<file path="config.mk">
export PLATFORM = sky130hd
export DESIGN_NAME = olct_output_lines
export DESIGN_NICKNAME = d
export VERILOG_FILES = /design/src/design/olct_pkg.sv /design/src/design/olct_timer.sv /design/src/design/olct_output_lines.sv
export SDC_FILE = /design/constraint.sdc
export NUM_CORES = 1
export LEC_CHECK = 0
export BUFFER_PORTS_ARGS = -buffer_cell sky130_fd_sc_hd__buf_2
export CAP_MARGIN = 20
export CORE_MARGIN = 3
export CORE_UTILIZATION = 40
export CTS_CLUSTER_DIAMETER = 120
export CTS_CLUSTER_SIZE = 30
export DETAILED_ROUTE_END_ITERATION = 7
export SYNTH_ARGS = -nofsm -noshare
export SYNTH_HDL_FRONTEND = slang
export SYNTH_SLANG_ARGS = --single-unit
</file>
<file path="constraint.sdc">
create_clock -name clk_sys -period 4.5 [get_ports clk_sys]
set_clock_uncertainty 0.1 [all_clocks]
set_input_delay 0.225 -clock clk_sys [delete_from_list [all_inputs] [get_ports clk_sys]]
set_output_delay 0.225 -clock clk_sys [all_outputs]
set_load 0.005 [all_outputs]
</file>
<file path="src/design/olct_pkg.sv">
// Package for the output line control timers: register map, fields, types
package olct_pkg;
    localparam int NUM_LINES = 4;
    localparam int RAW_W = 12;
    localparam int BASE_W = 16;
    // Register byte offsets
    localparam logic [7:0] OFS_LINE_SEL = 8'h00;
    localparam logic [7:0] OFS_LINE_SRC = 8'h04;
    localparam logic [7:0] OFS_LINE_INV = 8'h08;
    localparam logic [7:0] OFS_USER_SEL = 8'h0C;
    localparam logic [7:0] OFS_USER_VAL = 8'h10;
    localparam logic [7:0] OFS_USER_ALL = 8'h14;
    localparam logic [7:0] OFS_TMR_SEL = 8'h18;
    localparam logic [7:0] OFS_TMR_DELAY = 8'h1C;
    localparam logic [7:0] OFS_TMR_DUR = 8'h20;
    localparam logic [7:0] OFS_DELAY_BASE = 8'h24;
    localparam logic [7:0] OFS_DUR_BASE = 8'h28;
    localparam logic [7:0] OFS_TMR_TRIG = 8'h2C;
    localparam logic [7:0] OFS_STATUS = 8'h30;
    // Reset values and limits
    localparam logic [RAW_W-1:0] DELAY_RAW_RST = 12'h000;
    localparam logic [RAW_W-1:0] DUR_RAW_MIN = 12'h001;
    localparam logic [RAW_W-1:0] DUR_RAW_RST = 12'h001;
    localparam logic [BASE_W-1:0] BASE_MIN = 16'h0001;
    localparam logic [BASE_W-1:0] BASE_RST = 16'h0001;
    localparam logic [1:0] TRIG_EXP_START = 2'h0;
    // Timing: one microsecond of a 125 MHz clock
    localparam int CLK_MHZ = 125;
    localparam int TICK_US = 1;
    localparam int TICK_CYC = TICK_US * CLK_MHZ;
    localparam logic [6:0] TICK_LAST = 7'(TICK_CYC - 1);

    typedef enum logic [1:0] {
        OLCT_SRC_EXPOSURE,
        OLCT_SRC_TRIG_READY,
        OLCT_SRC_TIMER,
        OLCT_SRC_USER
    } olct_src_t;

    typedef enum logic [1:0] {OLCT_T_IDLE, OLCT_T_DELAY, OLCT_T_DUR} olct_tstate_t;

    // Per-timer settings
    typedef struct packed {
        logic [RAW_W-1:0] delayRaw;
        logic [RAW_W-1:0] durRaw;
    } olct_tcfg_t;

    // Per-line settings
    typedef struct packed {
        olct_src_t src;
        logic invert;
    } olct_lcfg_t;
endpackage

</file>
<file path="src/design/olct_timer.sv">
// One delay/duration pulse timer that counts its own microseconds and base units
`timescale 1ns/100ps
module olct_timer (
    input wire logic clk_sys,
    input wire logic reset,
    input wire logic startPulse,
    input wire logic [olct_pkg::BASE_W-1:0] delayBase,
    input wire logic [olct_pkg::BASE_W-1:0] durBase,
    input wire olct_pkg::olct_tcfg_t cfg,
    output logic timerOut,
    output logic busy
);
    olct_pkg::olct_tstate_t state_r, state_nxt;
    logic [olct_pkg::RAW_W-1:0] count_r, count_nxt;
    logic [6:0] cycCnt_r, cycCnt_nxt;
    logic [olct_pkg::BASE_W-1:0] unitCnt_r, unitCnt_nxt;
    logic [olct_pkg::BASE_W-1:0] baseNow;
    logic usEnd;
    logic unitEnd;

    // Next state; unit timing restarts per phase, so no first unit is cut short
    always_comb begin
        state_nxt = state_r;
        count_nxt = count_r;
        usEnd = (cycCnt_r == olct_pkg::TICK_LAST);
        baseNow = (state_r == olct_pkg::OLCT_T_DUR) ? durBase : delayBase;
        unitEnd = usEnd && (unitCnt_r >= baseNow - 16'h0001);
        cycCnt_nxt = usEnd ? 7'h00 : cycCnt_r + 7'h01;
        unitCnt_nxt = unitCnt_r;
        if (usEnd) begin
            unitCnt_nxt = unitEnd ? 16'h0000 : unitCnt_r + 16'h0001;
        end
        unique case (state_r)
            olct_pkg::OLCT_T_IDLE: begin
                cycCnt_nxt = 7'h00;
                unitCnt_nxt = 16'h0000;
                if (startPulse) begin
                    if (cfg.delayRaw == '0) begin
                        state_nxt = olct_pkg::OLCT_T_DUR;
                        count_nxt = cfg.durRaw;
                    end else begin
                        state_nxt = olct_pkg::OLCT_T_DELAY;
                        count_nxt = cfg.delayRaw;
                    end
                end
            end
            olct_pkg::OLCT_T_DELAY: begin
                if (unitEnd) begin
                    if (count_r == 12'h001) begin
                        state_nxt = olct_pkg::OLCT_T_DUR;
                        count_nxt = cfg.durRaw;
                    end else begin
                        count_nxt = count_r - 12'h001;
                    end
                end
            end
            olct_pkg::OLCT_T_DUR: begin
                if (unitEnd) begin
                    if (count_r <= 12'h001) begin
                        state_nxt = olct_pkg::OLCT_T_IDLE;
                        count_nxt = '0;
                    end else begin
                        count_nxt = count_r - 12'h001;
                    end
                end
            end
            default: begin
                state_nxt = olct_pkg::OLCT_T_IDLE;
                count_nxt = '0;
            end
        endcase
    end

    // Registers
    always_ff @(posedge clk_sys) begin
        if (reset) begin
            state_r <= olct_pkg::OLCT_T_IDLE;
            count_r <= '0;
            cycCnt_r <= 7'h00;
            unitCnt_r <= 16'h0000;
        end else begin
            state_r <= state_nxt;
            count_r <= count_nxt;
            cycCnt_r <= cycCnt_nxt;
            unitCnt_r <= unitCnt_nxt;
        end
    end

    assign timerOut = (state_r == olct_pkg::OLCT_T_DUR);
    assign busy = (state_r != olct_pkg::OLCT_T_IDLE);

    a_delay_before_high: assert property (@(posedge clk_sys) disable iff (reset)
        (state_r == olct_pkg::OLCT_T_DELAY) |-> !timerOut)
        else $error("timer high during delay");
    a_busy_no_restart: assert property (@(posedge clk_sys) disable iff (reset)
        (state_r == olct_pkg::OLCT_T_DUR && startPulse && !unitEnd) |=> timerOut)
        else $error("start disturbed busy timer");
    a_zero_delay_high: assert property (@(posedge clk_sys) disable iff (reset)
        (state_r == olct_pkg::OLCT_T_IDLE && startPulse && cfg.delayRaw == '0) |=> timerOut)
        else $error("zero delay did not go high at once");
    a_delay_on_tick: assert property (@(posedge clk_sys) disable iff (reset)
        (state_r == olct_pkg::OLCT_T_DELAY && !unitEnd) |=> state_r == olct_pkg::OLCT_T_DELAY)
        else $error("delay advanced without tick");
    a_tick_period: assert property (@(posedge clk_sys) disable iff (reset)
        usEnd |=> !usEnd [*8])
        else $error("microsecond tick too frequent");
endmodule

</file>
<file path="src/design/olct_output_lines.sv">
// Output line routing, inversion, user values and pulse timers behind APB
//
// Functional notes
// - Each line selects exposure active, trigger ready, its timer or user level.
// - Reset routes line 1 to exposure active and line 2 to trigger ready.
// - Selected user output value true drives high, false drives low.
// - 32-bit all-user word, low four bits set the four user outputs.
// - User level is applied before the line inverter.
// - Each line has its own inversion enable.
// - Timer waits delay, then high for duration, then low.
// - Exposure start is the only timer start event.
// - Timer N feeds only output line N.
// - Delay equals raw delay count times delay time base.
// - Raw delay 0 to 4095; zero means no delay.
// - Delay time base in microseconds, minimum and reset value one.
// - One delay time base shared by all four timers.
// - Duration equals raw duration times shared duration base, default one microsecond.
// - Raw duration 1 to 4095.
//
// Our own choices: the APB interface to the registers and the address map.
`timescale 1ns/100ps
module olct_output_lines (
    input wire logic clk_sys,
    input wire logic reset,
    input wire logic psel,
    input wire logic penable,
    input wire logic pwrite,
    input wire logic [7:0] paddr,
    input wire logic [31:0] pwdata,
    output logic [31:0] prdata,
    output logic pready,
    output logic pslverr,
    input wire logic exposureActive,
    input wire logic triggerReady,
    output logic [3:0] outLines
);
    localparam int N = olct_pkg::NUM_LINES;

    // Software settings
    olct_pkg::olct_lcfg_t [N-1:0] lineCfg_r, lineCfg_nxt;
    olct_pkg::olct_tcfg_t [N-1:0] tmrCfg_r, tmrCfg_nxt;
    logic [1:0] lineSel_r, lineSel_nxt;
    logic [1:0] userSel_r, userSel_nxt;
    logic [1:0] tmrSel_r, tmrSel_nxt;
    logic [N-1:0] userVal_r, userVal_nxt;
    logic [olct_pkg::BASE_W-1:0] delayBase_r, delayBase_nxt;
    logic [olct_pkg::BASE_W-1:0] durBase_r, durBase_nxt;
    logic [31:0] prdata_r, prdata_nxt;
    logic pready_r, pready_nxt;
    logic pslverr_r, pslverr_nxt;
    // Start logic; each timer paces its own microseconds
    logic expSync1_r, expSync2_r, expPrev_r;
    logic trigSync1_r, trigSync2_r;
    logic expStart;
    logic [N-1:0] timerOut, timerBusy;
    logic [N-1:0] lineNxt;
    logic [N-1:0] lines_r;

    // Address match helper used by both read and write decode
    function automatic logic hit(input logic [7:0] addr, input logic [7:0] ofs);
        hit = (addr == ofs);
    endfunction

    // Clamp a base to its one-microsecond minimum
    function automatic logic [olct_pkg::BASE_W-1:0] clampBase(input logic [31:0] v);
        if (v[olct_pkg::BASE_W-1:0] < olct_pkg::BASE_MIN) begin
            clampBase = olct_pkg::BASE_MIN;
        end else begin
            clampBase = v[olct_pkg::BASE_W-1:0];
        end
    endfunction

    logic apbAccess;
    assign apbAccess = psel && penable && !pready_r;

    // APB slave: one wait state, answer on the cycle after access starts
    always_comb begin
        lineCfg_nxt = lineCfg_r;
        tmrCfg_nxt = tmrCfg_r;
        lineSel_nxt = lineSel_r;
        userSel_nxt = userSel_r;
        tmrSel_nxt = tmrSel_r;
        userVal_nxt = userVal_r;
        delayBase_nxt = delayBase_r;
        durBase_nxt = durBase_r;
        prdata_nxt = prdata_r;
        pready_nxt = apbAccess;
        pslverr_nxt = 1'b0;
        if (apbAccess && pwrite) begin
            if (hit(paddr, olct_pkg::OFS_LINE_SEL)) begin
                lineSel_nxt = pwdata[1:0];
            end else if (hit(paddr, olct_pkg::OFS_LINE_SRC)) begin
                lineCfg_nxt[lineSel_r].src = olct_pkg::olct_src_t'(pwdata[1:0]);
            end else if (hit(paddr, olct_pkg::OFS_LINE_INV)) begin
                lineCfg_nxt[lineSel_r].invert = pwdata[0];
            end else if (hit(paddr, olct_pkg::OFS_USER_SEL)) begin
                userSel_nxt = pwdata[1:0];
            end else if (hit(paddr, olct_pkg::OFS_USER_VAL)) begin
                userVal_nxt[userSel_r] = pwdata[0];
            end else if (hit(paddr, olct_pkg::OFS_USER_ALL)) begin
                userVal_nxt = pwdata[N-1:0];
            end else if (hit(paddr, olct_pkg::OFS_TMR_SEL)) begin
                tmrSel_nxt = pwdata[1:0];
            end else if (hit(paddr, olct_pkg::OFS_TMR_DELAY)) begin
                tmrCfg_nxt[tmrSel_r].delayRaw = pwdata[olct_pkg::RAW_W-1:0];
            end else if (hit(paddr, olct_pkg::OFS_TMR_DUR)) begin
                if (pwdata[olct_pkg::RAW_W-1:0] < olct_pkg::DUR_RAW_MIN) begin
                    tmrCfg_nxt[tmrSel_r].durRaw = olct_pkg::DUR_RAW_MIN;
                end else begin
                    tmrCfg_nxt[tmrSel_r].durRaw = pwdata[olct_pkg::RAW_W-1:0];
                end
            end else if (hit(paddr, olct_pkg::OFS_DELAY_BASE)) begin
                delayBase_nxt = clampBase(pwdata);
            end else if (hit(paddr, olct_pkg::OFS_DUR_BASE)) begin
                durBase_nxt = clampBase(pwdata);
            end else if (!hit(paddr, olct_pkg::OFS_TMR_TRIG)) begin
                pslverr_nxt = 1'b1;
            end
        end else if (apbAccess) begin
            prdata_nxt = 32'h00000000;
            if (hit(paddr, olct_pkg::OFS_LINE_SEL)) begin
                prdata_nxt[1:0] = lineSel_r;
            end else if (hit(paddr, olct_pkg::OFS_LINE_SRC)) begin
                prdata_nxt[1:0] = lineCfg_r[lineSel_r].src;
            end else if (hit(paddr, olct_pkg::OFS_LINE_INV)) begin
                prdata_nxt[0] = lineCfg_r[lineSel_r].invert;
            end else if (hit(paddr, olct_pkg::OFS_USER_SEL)) begin
                prdata_nxt[1:0] = userSel_r;
            end else if (hit(paddr, olct_pkg::OFS_USER_VAL)) begin
                prdata_nxt[0] = userVal_r[userSel_r];
            end else if (hit(paddr, olct_pkg::OFS_USER_ALL)) begin
                prdata_nxt[N-1:0] = userVal_r;
            end else if (hit(paddr, olct_pkg::OFS_TMR_SEL)) begin
                prdata_nxt[1:0] = tmrSel_r;
            end else if (hit(paddr, olct_pkg::OFS_TMR_DELAY)) begin
                prdata_nxt[olct_pkg::RAW_W-1:0] = tmrCfg_r[tmrSel_r].delayRaw;
            end else if (hit(paddr, olct_pkg::OFS_TMR_DUR)) begin
                prdata_nxt[olct_pkg::RAW_W-1:0] = tmrCfg_r[tmrSel_r].durRaw;
            end else if (hit(paddr, olct_pkg::OFS_DELAY_BASE)) begin
                prdata_nxt[olct_pkg::BASE_W-1:0] = delayBase_r;
            end else if (hit(paddr, olct_pkg::OFS_DUR_BASE)) begin
                prdata_nxt[olct_pkg::BASE_W-1:0] = durBase_r;
            end else if (hit(paddr, olct_pkg::OFS_TMR_TRIG)) begin
                prdata_nxt[1:0] = olct_pkg::TRIG_EXP_START;
            end else if (hit(paddr, olct_pkg::OFS_STATUS)) begin
                prdata_nxt[N-1:0] = lines_r;
                prdata_nxt[2*N-1:N] = timerBusy;
            end else begin
                pslverr_nxt = 1'b1;
            end
        end
    end

    // Register file; reset gives the default line assignment
    always_ff @(posedge clk_sys) begin
        if (reset) begin
            lineCfg_r[0] <= '{src: olct_pkg::OLCT_SRC_EXPOSURE, invert: 1'b0};
            lineCfg_r[1] <= '{src: olct_pkg::OLCT_SRC_TRIG_READY, invert: 1'b0};
            lineCfg_r[2] <= '{src: olct_pkg::OLCT_SRC_USER, invert: 1'b0};
            lineCfg_r[3] <= '{src: olct_pkg::OLCT_SRC_USER, invert: 1'b0};
            for (int i = 0; i < N; i++) begin
                tmrCfg_r[i] <= '{delayRaw: olct_pkg::DELAY_RAW_RST,
                                 durRaw: olct_pkg::DUR_RAW_RST};
            end
            lineSel_r <= 2'h0;
            userSel_r <= 2'h0;
            tmrSel_r <= 2'h0;
            userVal_r <= '0;
            delayBase_r <= olct_pkg::BASE_RST;
            durBase_r <= olct_pkg::BASE_RST;
            prdata_r <= 32'h00000000;
            pready_r <= 1'b0;
            pslverr_r <= 1'b0;
        end else begin
            lineCfg_r <= lineCfg_nxt;
            tmrCfg_r <= tmrCfg_nxt;
            lineSel_r <= lineSel_nxt;
            userSel_r <= userSel_nxt;
            tmrSel_r <= tmrSel_nxt;
            userVal_r <= userVal_nxt;
            delayBase_r <= delayBase_nxt;
            durBase_r <= durBase_nxt;
            prdata_r <= prdata_nxt;
            pready_r <= pready_nxt;
            pslverr_r <= pslverr_nxt;
        end
    end

    assign prdata = prdata_r;
    assign pready = pready_r;
    assign pslverr = pslverr_r;

    // Pins from other logic are synchronised before the edge detector
    always_ff @(posedge clk_sys) begin
        if (reset) begin
            expSync1_r <= 1'b0;
            expSync2_r <= 1'b0;
            expPrev_r <= 1'b0;
            trigSync1_r <= 1'b0;
            trigSync2_r <= 1'b0;
        end else begin
            expSync1_r <= exposureActive;
            expSync2_r <= expSync1_r;
            expPrev_r <= expSync2_r;
            trigSync1_r <= triggerReady;
            trigSync2_r <= trigSync1_r;
        end
    end

    assign expStart = expSync2_r && !expPrev_r;

    // One timer per line; timer N can reach only line N
    for (genvar g = 0; g < N; g++) begin : gTimer
        olct_timer uTimer (
            .clk_sys(clk_sys),
            .reset(reset),
            .startPulse(expStart),
            .delayBase(delayBase_r),
            .durBase(durBase_r),
            .cfg(tmrCfg_r[g]),
            .timerOut(timerOut[g]),
            .busy(timerBusy[g])
        );
    end

    // Line mux; inversion sits after the source, user level included
    always_comb begin
        for (int i = 0; i < N; i++) begin
            unique case (lineCfg_r[i].src)
                olct_pkg::OLCT_SRC_EXPOSURE: lineNxt[i] = expSync2_r;
                olct_pkg::OLCT_SRC_TRIG_READY: lineNxt[i] = trigSync2_r;
                olct_pkg::OLCT_SRC_TIMER: lineNxt[i] = timerOut[i];
                olct_pkg::OLCT_SRC_USER: lineNxt[i] = userVal_r[i];
            endcase
            lineNxt[i] = lineNxt[i] ^ lineCfg_r[i].invert;
        end
    end

    always_ff @(posedge clk_sys) begin
        if (reset) begin
            lines_r <= '0;
        end else begin
            lines_r <= lineNxt;
        end
    end

    assign outLines = lines_r;

    a_user_level_pin: assert property (@(posedge clk_sys) disable iff (reset)
        (lineCfg_r[2].src == olct_pkg::OLCT_SRC_USER && $stable(lineCfg_r[2]))
        |=> outLines[2] == ($past(userVal_r[2]) ^ $past(lineCfg_r[2].invert)))
        else $error("user line level wrong");
    a_timer_route: assert property (@(posedge clk_sys) disable iff (reset)
        (lineCfg_r[3].src == olct_pkg::OLCT_SRC_TIMER && !lineCfg_r[3].invert)
        |=> outLines[3] == $past(timerOut[3]))
        else $error("timer 4 not on line 4");
    a_base_minimum: assert property (@(posedge clk_sys) disable iff (reset)
        delayBase_r >= olct_pkg::BASE_MIN && durBase_r >= olct_pkg::BASE_MIN)
        else $error("time base below minimum");
    // Live sources reach their own pin one cycle later, inverter last
    a_exposure_route: assert property (@(posedge clk_sys) disable iff (reset)
        (lineCfg_r[0].src == olct_pkg::OLCT_SRC_EXPOSURE && $stable(lineCfg_r[0]))
        |=> outLines[0] == ($past(expSync2_r) ^ $past(lineCfg_r[0].invert)))
        else $error("exposure line level wrong");
    a_trig_route: assert property (@(posedge clk_sys) disable iff (reset)
        (lineCfg_r[1].src == olct_pkg::OLCT_SRC_TRIG_READY && $stable(lineCfg_r[1]))
        |=> outLines[1] == ($past(trigSync2_r) ^ $past(lineCfg_r[1].invert)))
        else $error("trigger ready line level wrong");
    a_first_timer_route: assert property (@(posedge clk_sys) disable iff (reset)
        (lineCfg_r[0].src == olct_pkg::OLCT_SRC_TIMER && !lineCfg_r[0].invert)
        |=> outLines[0] == $past(timerOut[0]))
        else $error("timer 1 not on line 1");
    a_unmapped_read: assert property (@(posedge clk_sys) disable iff (reset)
        (apbAccess && !pwrite && paddr > olct_pkg::OFS_STATUS) |=> pslverr)
        else $error("unmapped read not refused");
    a_status_readonly: assert property (@(posedge clk_sys) disable iff (reset)
        (apbAccess && pwrite && paddr == olct_pkg::OFS_STATUS) |=> pslverr)
        else $error("status write not refused");
    a_ready_single: assert property (@(posedge clk_sys) disable iff (reset)
        pready |=> !pready)
        else $error("apb ready held too long");
    a_all_user_write: assert property (@(posedge clk_sys) disable iff (reset)
        (apbAccess && pwrite && paddr == olct_pkg::OFS_USER_ALL)
        |=> userVal_r == $past(pwdata[3:0]))
        else $error("all user word not stored");
    a_apb_answer: assert property (@(posedge clk_sys) disable iff (reset)
        (psel && penable && !pready) |=> pready)
        else $error("apb answer late");
endmodule

</file>
# Word level (Yosys, flattened, before mapping)
# Cells that the tools add are included.
[totals]
out_inout_bits = 38
ramBits = 0
register_bits = 325
latch_bits = 0
elab_cells = 390
mem_count = 0
romBits = 0
input_bits = 47
[op_classes]
n_eq_ne = 60
shift = 0
muxes = 178
bitwise_logic = 15
reduce_logical = 58
mul = 0
add_sub_neg = 16
n_div = 0
n_lt_le_gt_ge = 16
[ops]
columns = ["cell", "count"]
rows = [
  ["$mux 12", 30],
  ["$bwmux 96", 3],
  ["$mux 96", 3],
  ["$mux 14", 12],
  ["$mux 16", 10],
  ["$pmux 12 s3", 4],
  ["$mux 8", 17],
  ["$demux 24 s2", 2],
  ["$add 16x1->16 const B", 4],
  ["$ge 16x16->1", 4],
  ["$sub 16x1->16 const B", 4],
  ["$mux 2", 29],
  ["$bmux 24 s2", 1],
  ["$eq 12x1->1 const B", 4],
  ["$le 12x1->1 const B", 4],
  ["$logic_not 12->1", 4],
  ["$mux 24", 2],
  ["$mux 4", 12],
  ["$sub 12x1->12 const B", 4],
  ["$eq 8x6->1 const B", 5],
  ["$eq 8x5->1 const B", 4],
  ["$mux 1", 32],
  ["$mux 15", 2],
  ["$add 7x1->7 const B", 4],
  ["other kinds (38)", 143],
]

# Longest topological paths before layout
[depth]
depth_word = 43
ltp_mapped = 21

# Hierarchy
# From an unflattened synthesis, not the netlist that was laid out.
[hier_totals]
cells_unflattened = 2488
area_unflattened_um2 = 20194.4
[by_module_without_submodules]
columns = ["mod", "n_inst", "seq_area_each_um2", "cells_each", "area_per_inst_um2"]
rows = [
  ["olct_output_lines", 1, 3543.4, 994, 8313.0],
  ["olct_timer at gTimer[0].uTimer ...", 2, 740.7, 379, 2997.9],
  ["olct_timer at gTimer[3].uTimer", 1, 740.7, 364, 2960.3],
  ["olct_timer at gTimer[2].uTimer", 1, 740.7, 372, 2925.3],
]

# Least setup slack after synthesis
# No wires, ideal clock.
[synth_path]
path_type = "register to register"
from = "register gTimer[0].uTimer.state_r[0]"
to = "register gTimer[0].uTimer.unitCnt_r[10] (netlist bit)"
path_slack_ps = -74
setup_time_ps = 64
stages_incl_launch_ff = 21
period_less_slack_ps = 4574
t_required_ps = 4336
arrival_time_ps = 4410
cell_sequence = "dfxtp_1 -> nand2b_1 -> buf_2 -> buf_1 -> clkbuf_1 -> mux2i_1 -> ha_1 -> o2111ai_1 -> nor3_1 -> xnor2_1 -> nor2_1 -> a21oi_1 -> ha_1 -> and4_1 -> a221oi_1 -> nor3_1 -> or2_1 -> or3_1 -> clkbuf_1 -> buf_2 -> nor2_1"
[synth_between]
elab_chain_len = 6
elab_cells_between_ends = 8
cone_classes = "1 x add/sub; 1 x order compare; 1 x eq/ne; 2 x mux; 3 x reduce/logical"
[synth_lines]
columns = ["item", "line_no", "rtl"]
rows = [
  ["from (decl)", "olct_timer.sv:13", "olct_pkg::olct_tstate_t state_r, state_nxt;"],
  ["from (signal assigned)", "olct_timer.sv:77", "state_r <= olct_pkg::OLCT_T_IDLE;"],
  ["from (signal assigned)", "olct_timer.sv:82", "state_r <= state_nxt;"],
  ["$eq 2x2->1", "olct_timer.sv:26", "baseNow = (state_r == olct_pkg::OLCT_T_DUR) ? durBase : delayBase;"],
  ["$mux 16", "olct_timer.sv:26", ""],
  ["$sub 16x1->16", "olct_timer.sv:27", "unitEnd = usEnd && (unitCnt_r >= baseNow - 16'h0001);"],
  ["$ge 16x16->1", "olct_timer.sv:27", ""],
  ["$logic_and 1x1->1", "olct_timer.sv:27", ""],
  ["$mux 16", "olct_timer.sv:31", "unitCnt_nxt = unitEnd ? 16'h0000 : unitCnt_r + 16'h0001;"],
  ["to (signal assigned)", "olct_timer.sv:85", "unitCnt_r <= unitCnt_nxt;"],
  ["to (decl)", "olct_timer.sv:16", "logic [olct_pkg::BASE_W-1:0] unitCnt_r, unitCnt_nxt;"],
]
# Parallel ways exist; a longest one is shown, timed or not.
# A chain may end at the register's enable or synchronous reset.

# Worst setup path after layout
[layout_path]
from = "register gTimer[3].uTimer.state_r[0]"
to = "register gTimer[3].uTimer.unitCnt_r[13] (netlist bit)"
[layout_between]
elab_chain_len = 6
elab_cells_between_ends = 8
cone_classes = "1 x add/sub; 1 x order compare; 1 x eq/ne; 2 x mux; 3 x reduce/logical"
[layout_lines]
columns = ["item", "line_no"]
rows = [
  ["from (decl)", "olct_timer.sv:13"],
  ["from (signal assigned)", "olct_timer.sv:77"],
  ["from (signal assigned)", "olct_timer.sv:82"],
  ["$eq 2x2->1", "olct_timer.sv:26"],
  ["$mux 16", "olct_timer.sv:26"],
  ["$sub 16x1->16", "olct_timer.sv:27"],
  ["$ge 16x16->1", "olct_timer.sv:27"],
  ["$logic_and 1x1->1", "olct_timer.sv:27"],
  ["$mux 16", "olct_timer.sv:31"],
  ["to (signal assigned)", "olct_timer.sv:85"],
  ["to (decl)", "olct_timer.sv:16"],
]
# Parallel ways exist; a longest one is shown, timed or not.

==> impl_results.md <==
- Status: finished clean
- Total Neg Setup Slack: 0 ns
- GRT Util Overall: 23.7%
- Slew headroom: 28.3%
- Antenna violations before repair: 1
- Skew-Pair Late Insertion Delay: 0.56 ns
- Vias: 17,800
- Post-DP Area: 20,700 sq um
- Tmin final: 4.25 ns
- Fin crit share: 94.4%
- Async SR Flop Fraction: 0%
- Post-synthesis instance area: 19,700 sq um
- Ratio of cells with drive above 1 in the final layout: 11.1%
- Post-DP HPWL: 47,100 um
- Overflow after GRT: 0
- Syn-to-layout area delta: 9.16%
- Reg2reg setup slack: 0.25 ns
- Vias in the first global route: 17,100
- Critical path fanouts, max: 16
- CP Class: register to register
- DRC violation count after routing: 0
- Delay-heaviest family, CP: simple AND/OR/NAND/NOR gates
- Post-synth EDFFs: 0
- I/O pins: 85
- CTS H-tree depth: 1
- Static leakage power: 8.11 nW
- Initial DRC Count: 1,737
- Register area share after synthesis: 33.1%
- Synthesis-stage register bit count: 325
- YS warnings: 0
- CTS Buf Count: 15
- Clock-pin transition on the worst setup and hold timing paths: 0.12 ns
- CTS tree: done
- Wire per inst: 20.7 um
- Hold Fails Final Rpt: 0
- Crit path to: gTimer[3].uTimer.unitCnt_r[13]
- Comb pwr share: 14.2%
- Clock buffer depth: 3
- Max VDD drop: 0.204 mV
- Syn avg cell area: 8.16 sq um
- Crit end category: register
- IO buf count: 52
- Worst-Margin Slew: 1.08 ns
- # fillers: 4,786
- N_diodes: 0
- Reg2reg end: gTimer[3].uTimer.unitCnt_r[13]
- GRT met3 Usage: 3.23%
- Initial DRT Pass Iterations: 6
- WL final: 63,600 um
- CP startpoint: gTimer[3].uTimer.state_r[0]
- Clock power share: 30.8%
- Initial Util: 40.8%
- Worst Hold Class: input port to register
- Width of the die: 228 um
- Final Core Density: 44.6%
- Synth area leader: dfxtp_1
- Routability cong.: 0.938
- Fmax: 0.235 GHz
- Worst Path Arrival: 4.63 ns
- Sequential share of power: 54.9%
- Post-route cell area: 21,500 sq um
- Synth cell types: 85
- Worst reg2reg path startpoint: gTimer[3].uTimer.state_r[0]
- CP peak stage delay: 0.38 ns
- Most Crowded Layer GR: met2
- Sw Ratio: 28.5%
- Pint: 3.81 mW
- Cell count along the critical path: 17
- Count of final setup violators: 0
- Psw: 1.52 mW
- CTS Root Cell: clkbuf_16
- Critical path buffer and inverter count: 2
- Core Area: 48,100 sq um
- M1 GR Usage: 32.3%
- Maxcap violations: 0
- Yosys top cell area share: 33.1%
- Cell Rows: 80
- CP max-delay cell: mux2_2
- Pins Over Slew Limit: 0
- CP required: 4.88 ns
- Synth cell count leaders: 325 x dfxtp_1, 322 x nand2_1, 313 x nor2_1
- Met2 Use GR: 39.3%
- Cell count after synthesis: 2,410
- Die Span Y: 228 um
- Tot Pwr: 5.33 mW
- WHS Path Cells: 3
- Synth area leaders: dfxtp_1 33%, nand2_1 6.1%, nor2_1 6.0%
- Worst setup SP type: register
- RSZ-0062 raised after global routing: no
- FF-to-FF path depth: 17
- CP cell instances: nand2b_2, buf_4, mux2_2, nand4bb_4, a21oi_2, nand2_1, xor2_1, mux2_2, ha_1, a21oi_1, nand2_1, a221oi_2, o21ai_0, and2_1, or3_1, buf_4, nor2_1
- Synth Flop Type: dfxtp_1
- Post-CTS Setup Bufs: 0
- Pwr/cell area: 248 nW/um^2
- DIE AREA: 51,800 sq um
- Final nets: 2,553
- First-pass GRT wire length: 99,500 um
- Largest net degree at the start of global routing: 152
- Vias/cell: 5.78
- Post-route ant nets: 0
- CTS Sinks: 325
- Count leader, synth: dfxtp_1
[cell families after synthesis]
kind of cell	synth area share, %
and+or+nand+nor	23.6
other	0.0191
buffers and inverters	5.33
DFF	33.1
adders and majority gates	5.60
AOI/OAI and AO/OA	15.1
xor gates and xnor gates	7.44
muxes	9.79
[area by class of cell]
class	count	area, sq um	share of cell area (%)
clock buffer	16	379	1.77
clock inverter	4	50.0	0.233
inverter	46	173	0.805
multi-input combinational	1863	12300	57.1
sequential	325	6510	30.3
tap	656	821	3.82
timing repair buffer	167	1270	5.91
[state kept, by name (all words and copies together), names as in the netlist, 8 cells and up]
| register | count |
|---|---|
| delayBase_r | 16 |
| durBase_r | 16 |
| gTimer.uTimer.count_r | 48 |
| gTimer.uTimer.cycCnt_r | 28 |
| gTimer.uTimer.state_r | 8 |
| gTimer.uTimer.unitCnt_r | 64 |
| lineCfg_r | 12 |
| prdata | 16 |
| tmrCfg_r | 96 |
[power groups by stage]
stage          sequential, mW  combinational, mW  clock, mW
5_1_grt                  2.93              0.819       1.79
6_report                 2.93              0.758       1.64
2_1_floorplan            2.99              0.478          0
3_5_place_dp             2.99              0.725          0
3_3_place_gp             2.99              0.720          0
4_1_cts                  2.93              0.743       1.71
[how the worst min path moves through the flow]
stage                         from      endpoint  slack (ns)
global route             pwdata[8]  tmrCfg_r[80]        0.02
detailed placement      expSync1_r    expSync2_r        0.33
floorplan           exposureActive    expSync1_r        0.25
global placement        expSync1_r    expSync2_r        0.32
CTS                      pwdata[8]  durBase_r[8]      0.0005
finish                   pwdata[9]   tmrCfg_r[9]        0.03
[metal layers]
layer | wire [um] | vias to the layer above | share of wire [%]
li1 | - | 8530 | -
met1 | 28100 | 8542 | 44
met2 | 29400 | 593 | 46
met3 | 4260 | 107 | 6.7
met4 | 1870 | 0 | 2.9
met5 | 0 | - | 0
[tightest hold or removal path, cell delays in order]
cell and delay (ns):
buf_2 0.24, nand2_1 0.11, a21oi_1 0.06
[per-stage QoR]
stage | setup slack (ns) | std cells | hold slack (ns)
5_1_grt | 0.00997 | 3077 | 0.0180
6_report | 0.252 | 3077 | 0.0283
2_1_floorplan | 0.0492 | 2425 | 0.253
3_5_place_dp | 0.00653 | 3037 | 0.330
4_1_cts | 0.0534 | 3077 | 0.000456
3_3_place_gp | 0.0515 | 3037 | 0.321
[repair_timing]
item / in CTS / in global routing
hold endpoints to repair: 44 / 0
endpoints found under the setup margin: 7 / 73
hold buffers: 20 / 0
gates resized for setup: 1 / 21
[cell usage in the layout, fill, tap and decap left out, drive strengths merged, types with 56 or more instances in the layout]
master / n
dfxtp: 325
nand2: 322
nor2: 316
a21oi: 188
buf: 147
mux2i: 108
xor2: 99
ha: 88
xnor2: 68
nand3: 65
o21ai: 58
nor3: 56
(Power assumes the default switching activity.)
